===== src/udbg_pkg.sv =====
// constants shared by the debug serial port control block
// assumes an 8-bit special-function register port on the cpu clock
package udbg_pkg;

  // ==========================================================
  // register map
  localparam logic [7:0] CTRL_ADDR = 8'h98;
  localparam logic [7:0] DATA_ADDR = 8'h99;
  localparam logic [7:0] CTRL_RESET = 8'h00;
  localparam logic [7:0] DATA_RESET = 8'h00;
  localparam logic [7:0] UNMAPPED_READ = 8'h00;

  // ==========================================================
  // control register fields
  localparam int MODE_HI_BIT = 7;
  localparam int MODE_LO_BIT = 6;
  localparam int MPF_BIT = 5;
  localparam int REN_BIT = 4;
  localparam int TX9_BIT = 3;
  localparam int RX9_BIT = 2;
  localparam int TXF_BIT = 1;
  localparam int RXF_BIT = 0;

  // ==========================================================
  // modes, as {mode_select_high, mode_select_low}
  localparam logic [1:0] MODE_SHIFT = 2'h0;
  localparam logic [1:0] MODE_8BIT = 2'h1;
  localparam logic [1:0] MODE_9BIT_FIX = 2'h2;
  localparam logic [1:0] MODE_9BIT_VAR = 2'h3;

  // ==========================================================
  // timing
  localparam int CLK_HZ = 100000000;
  localparam int MCYC_CLKS = 6;
  localparam int M0_RXF_MCYC = 9;
  localparam int M0_RXF_STATE = 1;
  localparam logic [6:0] M0_RXF_CLKS = 7'(MCYC_CLKS * M0_RXF_MCYC
    + M0_RXF_STATE);
  localparam logic [2:0] MCYC_LAST = 3'(MCYC_CLKS - 1);
  localparam logic [2:0] MCYC_HALF = 3'(MCYC_CLKS / 2);
  localparam logic [3:0] OVS_LAST = 4'hF;
  localparam logic [3:0] OVS_MID = 4'h7;
  localparam logic [2:0] M2_DIV_SLOW = 3'h3;
  localparam logic [2:0] M2_DIV_FAST = 3'h1;
  localparam logic [3:0] FRAME_BITS_8 = 4'hA;
  localparam logic [3:0] FRAME_BITS_9 = 4'hB;
  localparam logic [3:0] SYNC_BITS = 4'h8;

endpackage


===== src/udbg_tick.sv =====
// oversampling tick source for the asynchronous modes
// assumes ext_tick16 is a one-cycle pulse at sixteen times the bit rate
`timescale 1ns/1ps
`default_nettype none
module udbg_tick (
  input wire logic ref_clk,
  input wire logic rst,
  input wire logic [1:0] mode,
  input wire logic rate_double,
  input wire logic ext_tick16,
  output logic tick16
);

  logic [2:0] div_q;
  logic [2:0] div_d;
  logic [2:0] div_last;
  logic tick16_q;
  logic tick16_d;
  logic fixed_rate;

  // fixed-rate 9-bit mode: bit = 32 or 64 clocks, so tick = 2 or 4 clocks
  assign fixed_rate = (mode == udbg_pkg::MODE_9BIT_FIX);
  assign div_last = rate_double ? udbg_pkg::M2_DIV_FAST
                                : udbg_pkg::M2_DIV_SLOW;
  assign div_d = (div_q >= div_last) ? 3'h0 : div_q + 3'h1;
  assign tick16_d = fixed_rate ? (div_q == div_last) : ext_tick16;
  assign tick16 = tick16_q;

  always_ff @(posedge ref_clk) begin
    if (rst) begin
      div_q <= 3'h0;
      tick16_q <= 1'b0;
    end else begin
      div_q <= div_d;
      tick16_q <= tick16_d;
    end
  end

endmodule
`default_nettype wire


===== src/udbg_serial_ctrl.sv =====
// debug serial port: control/status register, transmitter and receiver
// assumes sfr strobes are single-cycle and synchronous to ref_clk
//
// What this block does
// - top two control bits select mode
// - 9-bit filter drops frames with ninth bit zero
// - 8-bit filter drops frames without valid stop
// - reception starts only while receive enable is one
// - 9-bit modes send tx_ninth_bit as ninth
// - accepted frame stores ninth bit or stop bit
// - 9-bit modes set tx_done after ninth bit
// - other modes set tx_done after eighth bit
// - 9-bit rx_done one clock after ninth sample
// - 8-bit rx_done one clock after stop sample
// - shift mode rx_done at fixed delay after start
// - read-modify-write keeps hardware updates intact
// - data buffer write starts a transmission
// - start on start bit, or flag clear
// - async frame is start, data lsb first, stop; shift mode moves data only
`timescale 1ns/1ps
`default_nettype none
module udbg_serial_ctrl (
  input wire logic ref_clk,
  input wire logic rst,
  input wire logic [7:0] sfr_addr,
  input wire logic sfr_wr,
  input wire logic sfr_rd,
  input wire logic [7:0] sfr_wdata,
  input wire logic sfr_rmw,
  output logic [7:0] sfr_rdata,
  input wire logic rate_double,
  input wire logic ext_tick16,
  output logic tx_pin,
  input wire logic rx_pin_i,
  output logic rx_pin_o,
  output logic rx_pin_oe
);

  // ==========================================================
  // state types
  typedef enum logic [2:0] {
    TX_IDLE = 3'b001,
    TX_ASYNC = 3'b010,
    TX_SYNC = 3'b100
  } udbg_tx_e;

  typedef enum logic [2:0] {
    RX_IDLE = 3'b001,
    RX_ASYNC = 3'b010,
    RX_SYNC = 3'b100
  } udbg_rx_e;

  // ==========================================================
  // register bus decode
  logic [7:0] ctrl_q;
  logic [7:0] ctrl_d;
  logic [7:0] rxbuf_q;
  logic [7:0] rdata_q;
  logic [7:0] rdata_d;
  logic wr_ctrl;
  logic wr_data;
  logic [1:0] mode;
  logic nine_bit;

  assign wr_ctrl = sfr_wr && (sfr_addr == udbg_pkg::CTRL_ADDR);
  assign wr_data = sfr_wr && (sfr_addr == udbg_pkg::DATA_ADDR);
  assign mode = {ctrl_q[udbg_pkg::MODE_HI_BIT],
                 ctrl_q[udbg_pkg::MODE_LO_BIT]};
  assign nine_bit = mode[1];
  assign rdata_d = (sfr_addr == udbg_pkg::CTRL_ADDR) ? ctrl_q :
                   (sfr_addr == udbg_pkg::DATA_ADDR) ? rxbuf_q :
                   udbg_pkg::UNMAPPED_READ;

  // ==========================================================
  // tick sources
  logic tick16;
  logic [2:0] ph_q;
  logic ph_last;

  udbg_tick u_tick (
    .ref_clk(ref_clk),
    .rst(rst),
    .mode(mode),
    .rate_double(rate_double),
    .ext_tick16(ext_tick16),
    .tick16(tick16)
  );

  // shared machine-cycle phase for shift mode, restarted per transfer
  assign ph_last = (ph_q == udbg_pkg::MCYC_LAST);

  // ==========================================================
  // transmitter
  udbg_tx_e tx_st_q;
  logic [10:0] tx_sh_q;
  logic [3:0] tx_bit_q;
  logic [3:0] tx_ovs_q;
  logic [3:0] tx_nbits;
  logic [3:0] tx_flag_bit;
  logic tx_bit_end;
  logic tx_set;
  logic tx_ninth;

  // ninth data bit only goes out in the 9-bit modes
  assign tx_ninth = nine_bit ? ctrl_q[udbg_pkg::TX9_BIT] : 1'b1;
  assign tx_nbits = nine_bit ? udbg_pkg::FRAME_BITS_9
                             : udbg_pkg::FRAME_BITS_8;
  // async bit index 8 is the 8th data bit, 9 the 9th
  assign tx_flag_bit = nine_bit ? 4'h9 : 4'h8;
  assign tx_bit_end = (tx_st_q == TX_ASYNC) ? (tick16 &&
                      tx_ovs_q == udbg_pkg::OVS_LAST) :
                      (tx_st_q == TX_SYNC) && ph_last;
  assign tx_set = tx_bit_end && (((tx_st_q == TX_ASYNC) &&
                  tx_bit_q == tx_flag_bit) || ((tx_st_q == TX_SYNC) &&
                  tx_bit_q == 4'h7));

  always_ff @(posedge ref_clk) begin
    if (rst) begin
      tx_st_q <= TX_IDLE;
      tx_sh_q <= 11'h7FF;
      tx_bit_q <= 4'h0;
      tx_ovs_q <= 4'h0;
    end else begin
      case (tx_st_q)
        TX_IDLE: begin
          if (wr_data) begin
            tx_bit_q <= 4'h0;
            tx_ovs_q <= 4'h0;
            if (mode == udbg_pkg::MODE_SHIFT) begin
              tx_sh_q <= {3'h7, sfr_wdata};
              tx_st_q <= TX_SYNC;
            end else begin
              // start, data lsb first, optional ninth, stop
              tx_sh_q <= nine_bit ? {1'b1, tx_ninth, sfr_wdata, 1'b0}
                                  : {2'h3, sfr_wdata, 1'b0};
              tx_st_q <= TX_ASYNC;
            end
          end
        end
        TX_ASYNC: begin
          if (tick16) begin
            tx_ovs_q <= tx_ovs_q + 4'h1;
          end
          if (tx_bit_end) begin
            tx_sh_q <= {1'b1, tx_sh_q[10:1]};
            tx_bit_q <= tx_bit_q + 4'h1;
            if (tx_bit_q == tx_nbits - 4'h1) begin
              tx_st_q <= TX_IDLE;
            end
          end
        end
        TX_SYNC: begin
          if (tx_bit_end) begin
            tx_sh_q <= {1'b1, tx_sh_q[10:1]};
            tx_bit_q <= tx_bit_q + 4'h1;
            if (tx_bit_q == udbg_pkg::SYNC_BITS - 4'h1) begin
              tx_st_q <= TX_IDLE;
            end
          end
        end
        default: begin
          tx_st_q <= TX_IDLE;
        end
      endcase
    end
  end

  // ==========================================================
  // receiver
  udbg_rx_e rx_st_q;
  logic [8:0] rx_sh_q;
  logic [3:0] rx_bit_q;
  logic [3:0] rx_ovs_q;
  logic [6:0] rx_clk_q;
  logic rx_prev_q;
  logic rx_sample;
  logic rx_last;
  logic rx_ok;
  logic rx_acc_q;
  logic [7:0] rx_acc_data_q;
  logic rx_acc_ninth_q;
  logic rx_sync_start;
  logic rx_sync_set;
  logic rx_set;
  logic rx_ninth_set;

  // shift mode waits for flag clear and enable
  assign rx_sync_start = (mode == udbg_pkg::MODE_SHIFT) &&
                         ctrl_q[udbg_pkg::REN_BIT] &&
                         !ctrl_q[udbg_pkg::RXF_BIT] &&
                         (tx_st_q == TX_IDLE);
  assign rx_sample = (rx_st_q == RX_ASYNC) && tick16 &&
                     (rx_ovs_q == udbg_pkg::OVS_MID);
  // last sampled bit: ninth data bit, or stop bit in 8-bit mode
  assign rx_last = rx_sample && (rx_bit_q == 4'h9);
  assign rx_ok = !ctrl_q[udbg_pkg::MPF_BIT] || rx_pin_i;
  assign rx_sync_set = (rx_st_q == RX_SYNC) &&
                       (rx_clk_q == udbg_pkg::M0_RXF_CLKS);
  assign rx_set = rx_acc_q || rx_sync_set;
  assign rx_ninth_set = rx_acc_q;

  always_ff @(posedge ref_clk) begin
    if (rst) begin
      rx_st_q <= RX_IDLE;
      rx_sh_q <= 9'h000;
      rx_bit_q <= 4'h0;
      rx_ovs_q <= 4'h0;
      rx_clk_q <= 7'h00;
      rx_prev_q <= 1'b1;
      rx_acc_q <= 1'b0;
      rx_acc_data_q <= 8'h00;
      rx_acc_ninth_q <= 1'b0;
    end else begin
      rx_prev_q <= rx_pin_i;
      rx_acc_q <= 1'b0;
      case (rx_st_q)
        RX_IDLE: begin
          rx_bit_q <= 4'h0;
          rx_ovs_q <= 4'h0;
          rx_clk_q <= 7'h01;
          if (rx_sync_start) begin
            rx_st_q <= RX_SYNC;
          end else if (mode != udbg_pkg::MODE_SHIFT &&
                       ctrl_q[udbg_pkg::REN_BIT] &&
                       rx_prev_q && !rx_pin_i) begin
            rx_st_q <= RX_ASYNC;
          end
        end
        RX_ASYNC: begin
          if (tick16) begin
            rx_ovs_q <= rx_ovs_q + 4'h1;
          end
          if (!ctrl_q[udbg_pkg::REN_BIT]) begin
            rx_st_q <= RX_IDLE;
          end else if (rx_sample) begin
            rx_sh_q <= {rx_pin_i, rx_sh_q[8:1]};
            rx_bit_q <= rx_bit_q + 4'h1;
            // false start: line back high at mid start bit
            if (rx_bit_q == 4'h0 && rx_pin_i) begin
              rx_st_q <= RX_IDLE;
            end else if (rx_last) begin
              // accept pulse lands one clock after the sample
              rx_acc_q <= rx_ok;
              // data bits sit in the upper eight; this sample is not in yet
              rx_acc_data_q <= rx_sh_q[8:1];
              rx_acc_ninth_q <= rx_pin_i;
              rx_st_q <= RX_IDLE;
            end
          end
        end
        RX_SYNC: begin
          rx_clk_q <= rx_clk_q + 7'h01;
          if (ph_last && rx_bit_q < udbg_pkg::SYNC_BITS) begin
            rx_sh_q <= {rx_pin_i, rx_sh_q[8:1]};
            rx_bit_q <= rx_bit_q + 4'h1;
          end
          if (rx_sync_set) begin
            rx_st_q <= RX_IDLE;
          end
        end
        default: begin
          rx_st_q <= RX_IDLE;
        end
      endcase
    end
  end

  // ==========================================================
  // control register, receive buffer and lock
  logic tx_pend_q;
  logic rx_pend_q;
  logic rx9_pend_q;
  logic rx9_pend_val_q;
  logic locked;
  logic [7:0] ctrl_wr;

  // while firmware holds a read-modify-write, hardware updates are
  // parked and merged into the write-back so they are not lost
  assign locked = sfr_rmw;
  assign ctrl_wr = wr_ctrl ? sfr_wdata : ctrl_q;

  always_comb begin
    ctrl_d = ctrl_wr;
    if (wr_ctrl && rx9_pend_q) begin
      ctrl_d[udbg_pkg::RX9_BIT] = rx9_pend_val_q;
    end
    if (rx_ninth_set) begin
      ctrl_d[udbg_pkg::RX9_BIT] = rx_acc_ninth_q;
    end
    // set wins over a same-cycle clearing write
    if (tx_set || (wr_ctrl && tx_pend_q)) begin
      ctrl_d[udbg_pkg::TXF_BIT] = 1'b1;
    end
    if (rx_set || (wr_ctrl && rx_pend_q)) begin
      ctrl_d[udbg_pkg::RXF_BIT] = 1'b1;
    end
  end

  always_ff @(posedge ref_clk) begin
    if (rst) begin
      ctrl_q <= udbg_pkg::CTRL_RESET;
      rxbuf_q <= udbg_pkg::DATA_RESET;
      rdata_q <= udbg_pkg::UNMAPPED_READ;
      tx_pend_q <= 1'b0;
      rx_pend_q <= 1'b0;
      rx9_pend_q <= 1'b0;
      rx9_pend_val_q <= 1'b0;
    end else begin
      ctrl_q <= ctrl_d;
      if (sfr_rd) begin
        rdata_q <= rdata_d;
      end
      if (rx_acc_q) begin
        rxbuf_q <= rx_acc_data_q;
      end else if (rx_sync_set) begin
        rxbuf_q <= rx_sh_q[8:1];
      end
      if (wr_ctrl || !locked) begin
        tx_pend_q <= 1'b0;
        rx_pend_q <= 1'b0;
        rx9_pend_q <= 1'b0;
      end
      if (locked && !wr_ctrl) begin
        if (tx_set) begin
          tx_pend_q <= 1'b1;
        end
        if (rx_set) begin
          rx_pend_q <= 1'b1;
        end
        if (rx_ninth_set) begin
          rx9_pend_q <= 1'b1;
          rx9_pend_val_q <= rx_acc_ninth_q;
        end
      end
    end
  end

  // ==========================================================
  // pins and shift-mode phase
  logic tx_pin_q;
  logic rx_pin_o_q;
  logic rx_pin_oe_q;
  logic sync_busy;

  assign sync_busy = (tx_st_q == TX_SYNC) || (rx_st_q == RX_SYNC);

  always_ff @(posedge ref_clk) begin
    if (rst) begin
      ph_q <= 3'h0;
      tx_pin_q <= 1'b1;
      rx_pin_o_q <= 1'b1;
      rx_pin_oe_q <= 1'b0;
    end else begin
      ph_q <= (!sync_busy || ph_last) ? 3'h0 : ph_q + 3'h1;
      // shift mode: tx pin is the clock, low for the first half
      if (sync_busy && rx_bit_q < udbg_pkg::SYNC_BITS) begin
        tx_pin_q <= (ph_q >= udbg_pkg::MCYC_HALF);
      end else begin
        tx_pin_q <= (tx_st_q == TX_ASYNC) ? tx_sh_q[0] : 1'b1;
      end
      rx_pin_o_q <= tx_sh_q[0];
      rx_pin_oe_q <= (tx_st_q == TX_SYNC);
    end
  end

  assign tx_pin = tx_pin_q;
  assign rx_pin_o = rx_pin_o_q;
  assign rx_pin_oe = rx_pin_oe_q;
  assign sfr_rdata = rdata_q;

endmodule
`default_nettype wire


===== config.mk =====
export PLATFORM = sky130hd
export DESIGN_NAME = udbg_serial_ctrl
export DESIGN_NICKNAME = d
export VERILOG_FILES = /design/src/udbg_pkg.sv /design/src/udbg_tick.sv /design/src/udbg_serial_ctrl.sv
export SDC_FILE = /design/constraint.sdc
export NUM_CORES = 1
export LEC_CHECK = 0
export ABC_AREA = 1
export BUFFER_PORTS_ARGS = -buffer_cell sky130_fd_sc_hd__buf_2
export CORE_ASPECT_RATIO = 0.5
export CORE_MARGIN = 5
export CORE_UTILIZATION = 60
export CTS_CLUSTER_SIZE = 30
export DETAILED_ROUTE_END_ITERATION = 12
export PLACE_DENSITY = 0.8
export SLEW_MARGIN = 20
export SYNTH_ARGS = -nofsm -noshare
export SYNTH_HDL_FRONTEND = slang
export SYNTH_SLANG_ARGS = --single-unit

===== constraint.sdc =====
create_clock -name ref_clk -period 4.8 [get_ports ref_clk]
set_input_delay 0.48 -clock ref_clk [delete_from_list [all_inputs] [get_ports ref_clk]]
set_output_delay 0.48 -clock ref_clk [all_outputs]
set_load 0.01 [all_outputs]

==> results of run 1 <==
-- logic make-up (layout without fill, tap and decap cells) --
group                    Yosys count  after routing  synth area share [%]
AND/OR/NAND/NOR                  312            312                  29.5
adder cells (fa/ha/maj)           12             12                  3.21
AO/OA/AOI/OAI                    133            133                  15.4
buffers and inverters            109            137                  9.38
flip-flops                        96             96                  41.1
XOR/XNOR                           8              8                  1.50
-- final cells by class --
class	instances	area, µm²	area share, %
Multi-Input combinational cell	465	2320	44.7
Sequential cell	96	1920	37.1
Inverter	86	323	6.22
Clock buffer	12	256	4.95
Timing Repair Buffer	35	178	3.43
Tap cell	108	135	2.61
Clock inverter	4	52.6	1.01
-- worst min-delay path: stages --
cell and delay, ns:
buf_2 0.13, inv_1 0.07, nand2_1 0.05
-- metal layers --
layer	part of all wire, %	wire length, µm
met1	47	4990
met2	44	4710
met3	7.4	782
met4	1.5	155
met5	0	0
-- layout by cell type (no fill, tap or decap), types with 3 or more instances in the layout --
cell type,count
a21oi_1,46
or2_2,3
o21ai_0,66
clkbuf_16,9
nand3_1,60
inv_1,84
dfxtp_1,96
xnor2_1,3
ha_1,12
nor2_1,86
nor3_1,10
o211ai_1,10
buf_2,34
nor2_2,3
nand3_2,3
nand2_1,127
clkinvlp_4,3
nand4_1,10
xor2_1,5
-- registers in the layout, summed over array words and instances, names as in the netlist, 3 cells and up --
signal and cells:
rx_ovs_q 4, tx_sh_q 10, tx_st_q 3, tx_ovs_q 4, sfr_rdata 8, ctrl_q 8
rxbuf_q 8, rx_st_q 3, rx_acc_data_q 8, ph_q 3, rx_clk_q 7, u_tick.div_q 3
tx_bit_q 4, rx_sh_q 8, rx_bit_q 4
-- power by group through the flow --
stage | combinational [W] | clock, W | sequential [W]
after floorplan | 0.000382 | 0 | 0.000933
after global placement | 0.000434 | 0 | 0.000944
after detailed placement | 0.000447 | 0 | 0.000944
after CTS | 0.000452 | 0.000744 | 0.000928
after global routing | 0.000516 | 0.000780 | 0.000939
final | 0.000457 | 0.000734 | 0.000929
-- how the worst max path moves through the flow --
stage / start / endpoint / slack, ns / depth (start not counted)
after floorplan: rx_clk_q[0]$_SDFFE_PP0P_ / rxbuf_q[6]$_SDFFE_PP0P_ / 3.28 / 9
after global placement: sfr_addr[5] / tx_ovs_q[0]$_SDFFE_PP0P_ / 2.60 / 9
after detailed placement: sfr_addr[5] / tx_ovs_q[1]$_SDFFE_PP0P_ / 2.47 / 9
after CTS: rx_ovs_q[0]$_SDFFE_PP0P_ / rx_sh_q[3]$_SDFFE_PP0P_ / 2.57 / 8
after global routing: rx_ovs_q[0]$_SDFFE_PP0P_ / rx_sh_q[1]$_SDFFE_PP0P_ / 2.32 / 8
final: rx_ovs_q[0]$_SDFFE_PP0P_ / rx_sh_q[3]$_SDFFE_PP0P_ / 2.52 / 8
-- metrics by stage --
step	std cells	utilization [%]	hold WS (ns)	setup WS, ns
final	806	69.5	0.418	2.52
after global routing	806	69.5	0.429	2.32
after CTS	806	69.5	0.405	2.57
after detailed placement	790	65.4	0.438	2.47
after global placement	790	65.4	0.434	2.60
after floorplan	670	-	0.425	3.28
==> impl_metrics.json, run 1 <==
{
  "outcome": "finished clean",
  "port_buffers": 34,
  "post-route-min-period_ns": 2.28,
  "dieArea_um2": 9770,
  "ys_async_sr_fraction_pct": 0,
  "worstPathCellList": "ha_1 -> nand3_1 -> o21ai_0 -> nand2_1 -> nor2_1 -> inv_1 -> nor2_1 -> nor2_1",
  "synth_edf_count": 0,
  "fmax_mhz": 439,
  "reg2reg_slack_ns": 2.52,
  "leakage_nw": 2.24,
  "synth-seq-cells": 96,
  "vias": 4289,
  "maxCapViolations": 0,
  "fp-row-count": 22,
  "p_sw_share_pct": 31.4,
  "synthFlopType": "dfxtp_1",
  "total_power_w": 0.00212,
  "drt_iter0_drc": 400,
  "r2r-end": "rx_sh_q[3]$_SDFFE_PP0P_",
  "hold_path.class": "in2reg",
  "grt_use_total_pct": 22.7,
  "final-hold-violation-count": 0,
  "gp_congestion": 0.867,
  "cts.sinks": 96,
  "ir_drop_uv": 259,
  "hold_path_depth": 3,
  "synth_cell_type_count": 38,
  "grt_pass1_wl_um": 17900,
  "critPathCaptureType": "flop",
  "arrival_ns": 2.52,
  "crit_buf_inv": 1,
  "holdPathEnd": "rx_prev_q$_SDFF_PP1_",
  "clock_path_buffers": 2,
  "grt_pass1_vias": 3824,
  "root_buffer": "clkbuf_16",
  "fp.dieH_um": 72.5,
  "p_int_w": 0.00145,
  "cts_buffers": 9,
  "crit_path_start_kind": "flop",
  "grt.busiest_layer": "met2",
  "cts_tree": "yes",
  "dp_hpwl_um": 7350,
  "rsz0062_at_grt": "no",
  "p_clk_share_pct": 34.6,
  "area_delta_synth_final_pct": 10.8,
  "cts_hold_buf": 0,
  "fin_area_um2": 5190,
  "hold_start": "rx_pin_i",
  "rr_startpoint": "rx_ovs_q[0]$_SDFFE_PP0P_",
  "p_switching_w": 0.000665,
  "yosys.area.top_type": "dfxtp_1",
  "use_met3_pct": 5.47,
  "post_cts_buffers": 0,
  "htree_levels": 3,
  "critPathKind": "reg2reg",
  "synthTopCellsByArea": "dfxtp_1, nand2_1, o21ai_0, nor2_1, inv_1",
  "ios": 35,
  "seq_area_frac_synth_pct": 41.1,
  "fin_crit_sh_pct": 47.5,
  "required_ns": 5.04,
  "yosysWarnings": 0,
  "antenna_left": 0,
  "final_nets": 729,
  "synth_common_cells": "nand2_1, dfxtp_1, nor2_1, inv_1, o21ai_0",
  "setup-violations-final": 0,
  "setup-tns-final_ns": 0,
  "postSynthAreaPerCell_um2": 6.99,
  "drc_errors": 0,
  "path_common_cell": "nor2_1",
  "drt_pass1_iterations": 5,
  "pwr-share-comb_pct": 21.6,
  "start_util_pct": 62.7,
  "diodes": 0,
  "wl_per_cell_um": 13.2,
  "place_area_um2": 4880,
  "critPathSlowestCell": "nor2_1",
  "use_met2_pct": 36.1,
  "coreArea_um2": 7460,
  "synthCells": 670,
  "crit_fanout": 12,
  "routed_via_density": 5.32,
  "grt_overflow_total": 0,
  "fin_worst_skew_ns": 0.00444,
  "grt_max_degree": 45,
  "max_stage_delay_ns": 0.56,
  "drive_above_1_share_pct": 10.2,
  "critPathTopFamily": "simple AND/OR/NAND/NOR gates",
  "cts_resized": 0,
  "rr_worst_depth": 8,
  "die_w_um": 135,
  "clkSlewWorstSetupHoldPaths_ns": 0.06,
  "p_per_area_nw_per_um2": 409,
  "power_frac_seq_pct": 43.8,
  "finalMaxSlewViolations": 0,
  "fillCellCount": 659,
  "antenna_found_initial": 0,
  "yosysTopAreaCellShare_pct": 41.1,
  "wl_um": 10600,
  "netlist_area_um2": 4680,
  "met1_usage_pct": 31.0,
  "yosysMostFrequentCell": "nand2_1",
  "synth_nets": 706,
  "max_slew.worst_pin.slew_ns": 0.943,
  "relSlewSlack_pct": 36.9,
  "clk_latency_ns": 0.35
}
(Power assumes the default switching activity.)
==> run 2, diff against run 1 <==
--- a/config.mk
+++ b/config.mk
@@ -9,10 +9,10 @@
 export BUFFER_PORTS_ARGS = -buffer_cell sky130_fd_sc_hd__buf_2
 export CORE_ASPECT_RATIO = 0.5
 export CORE_MARGIN = 5
-export CORE_UTILIZATION = 60
+export CORE_UTILIZATION = 54
 export CTS_CLUSTER_SIZE = 30
 export DETAILED_ROUTE_END_ITERATION = 12
-export PLACE_DENSITY = 0.8
+export PLACE_DENSITY = 0.76
 export SLEW_MARGIN = 20
 export SYNTH_ARGS = -nofsm -noshare
 export SYNTH_HDL_FRONTEND = slang
==> constraint.sdc (replaced) <==
create_clock -name ref_clk -period 2 [get_ports ref_clk]
set_input_delay 0.2 -clock ref_clk [delete_from_list [all_inputs] [get_ports ref_clk]]
set_output_delay 0.2 -clock ref_clk [all_outputs]
set_load 0.01 [all_outputs]
==> run 2 against run 1 <==
Against the previous run:
- global-route usage decreased by 2.2 points
- clock-buffer cell count unchanged
- first-iteration DRC count decreased by 12%
- critical path depth unchanged
- sequential power increased by 140%
- maximum frequency increased by 28%
- worst setup slack got worse by 2.3 ns
- combinational power increased by 150%
- clock skew about the same
- via count increased by 0.65%
- die area increased by 9.9%
- critical endpoint is now tx_sh_q[4]$_SDFFE_PP1P_
- highest routed layer unchanged
==> impl_metrics.json, run 2 (synthesized netlist as in run 1, its figures left out) <==
{
  "outcome": "finished clean",
  "required_ns": 2.21,
  "routed_via_density": 5.22,
  "clock_path_buffers": 2,
  "crit_path_start_kind": "flop",
  "largest_reg_flops": 10,
  "fin_util_pct": 61.3,
  "htree_levels": 3,
  "fp-row-count": 24,
  "rr_startpoint": "tx_st_q[2]$_SDFFE_PP0P_",
  "final_common_cell": "nand2_1",
  "crit_fanout": 15,
  "arrival_ns": 2.00,
  "finalMaxSlewViolations": 0,
  "clk_latency_ns": 0.34,
  "wl_per_cell_um": 12.6,
  "die_w_um": 142,
  "gp_congestion": 0.834,
  "grt_pass1_vias": 3913,
  "grt_pass1_wl_um": 17800,
  "cts_tree": "yes",
  "critPathCaptureType": "flop",
  "reg2reg_slack_ns": 0.21,
  "drive_above_1_share_pct": 11.5,
  "drc_errors": 0,
  "p_per_area_nw_per_um2": 953,
  "ir_drop_uv": 510,
  "grt_max_degree": 33,
  "drt_pass1_iterations": 5,
  "root_buffer": "clkbuf_16",
  "fin_crit_sh_pct": 89.3,
  "grt_use_total_pct": 20.5,
  "dieArea_um2": 10700,
  "maxCapViolations": 0,
  "port_buffers": 34,
  "relSlewSlack_pct": 67.8,
  "start_util_pct": 54.5,
  "setup-violations-final": 0,
  "vias": 4317,
  "cts_resized": 0,
  "cts_hold_buf": 0,
  "setup-tns-final_ns": 0,
  "regMostFlops": "tx_sh_q",
  "final-hold-violation-count": 0,
  "rsz0062_at_grt": "no",
  "area_delta_synth_final_pct": 12.4,
  "antenna_found_initial": 0,
  "coreArea_um2": 8590,
  "holdPathEnd": "rx_prev_q$_SDFF_PP1_",
  "r2r-end": "tx_sh_q[4]$_SDFFE_PP1P_",
  "ios": 35,
  "clkSlewWorstSetupHoldPaths_ns": 0.06,
  "hold_path_depth": 3,
  "diodes": 0,
  "fillCellCount": 798,
  "final_nets": 741,
  "final_cell_mix": "nand2_1, dfxtp_1, nor2_1",
  "critPathKind": "reg2reg",
  "wl_um": 10400,
  "leakage_nw": 2.30,
  "post-route-min-period_ns": 1.79,
  "drt_iter0_drc": 352,
  "cts.sinks": 96,
  "hold_path.class": "in2reg",
  "fin_worst_skew_ns": 0.00433,
  "crit_start": "tx_st_q[2]$_SDFFE_PP0P_",
  "rr_worst_depth": 8,
  "cts_buffers": 9,
  "max_slew.worst_pin.slew_ns": 0.482,
  "fp.dieH_um": 75.8,
  "hold_start": "rx_pin_i",
  "dp_hpwl_um": 7490,
  "grt_overflow_total": 0,
  "antenna_left": 0,
  "fmax_mhz": 560,
  "post_cts_buffers": 0
}
run 2: changes by cell type in the layout (fill, tap and decap cells not counted):
| cell | change |
|---|---|
| nor2_2 | +1 |
| buf_4 | +12 |
| clkinv_2 | +3 |
| clkinvlp_4 | -3 |
| clkbuf_8 | -2 |
| clkbuf_1 | +2 |
| nor2_1 | -1 |
run 2: how the worst max path moves through the flow:
stage                     slack, ns                      end  cells past startpoint
after floorplan                0.48  rxbuf_q[6]$_SDFFE_PP0P_                      9
after global routing           0.07  tx_sh_q[4]$_SDFFE_PP1P_                      8
after detailed placement       0.18   ctrl_q[0]$_SDFFE_PP0P_                      9
final                          0.21  tx_sh_q[4]$_SDFFE_PP1P_                      8
after global placement         0.18   ctrl_q[0]$_SDFFE_PP0P_                      9
after CTS                      0.17   ctrl_q[0]$_SDFFE_PP0P_                      9
run 2: layout make-up:
type,count,area (µm²),share of cell area [%]
inverter,86,323,6.13
timing repair buffer,47,268,5.09
tap,117,146,2.78
multi-input combinational,465,2320,44.1
clock inverter,4,45.0,0.856
sequential,96,1920,36.5
clock buffer,12,236,4.49
run 2: power by group:
group	internal, W	leakage (nW)	switching, W
registers	0.00209	0.779	0.000130
logic	0.000409	1.38	0.000720
clock network	0.000964	0.140	0.000698
run 2: metal layers:
layer  global-route usage (%)  routed length (µm)  part of all wire, %
met1                     27.7                5260                   51
met2                     33.6                4580                   44
met3                     3.95                 375                  3.6
met4                     7.02                 177                  1.7
met5                        0                   0                    0
run 2: critical path: stages, from the launching register on:
cell	delay [ns]
dfxtp_1	0.52
inv_2	0.06
nand3_2	0.17
nand2_4	0.16
inv_1	0.29
o21ai_0	0.20
o21a_1	0.14
nand3_1	0.06
nand3_1	0.07
run 2: metrics by stage:
step | instances | total power, W | instance area, µm² | setup WS [ns] | hold slack [ns]
after floorplan | 670 | 0.00316 | 4680 | 0.484 | 0.297
after global placement | 811 | 0.00336 | 4980 | 0.184 | 0.433
after detailed placement | 811 | 0.00339 | 4980 | 0.182 | 0.438
after CTS | 827 | 0.00505 | 5260 | 0.167 | 0.126
after global routing | 827 | 0.00530 | 5260 | 0.0699 | 0.162
final | 827 | 0.00501 | 5260 | 0.215 | 0.142
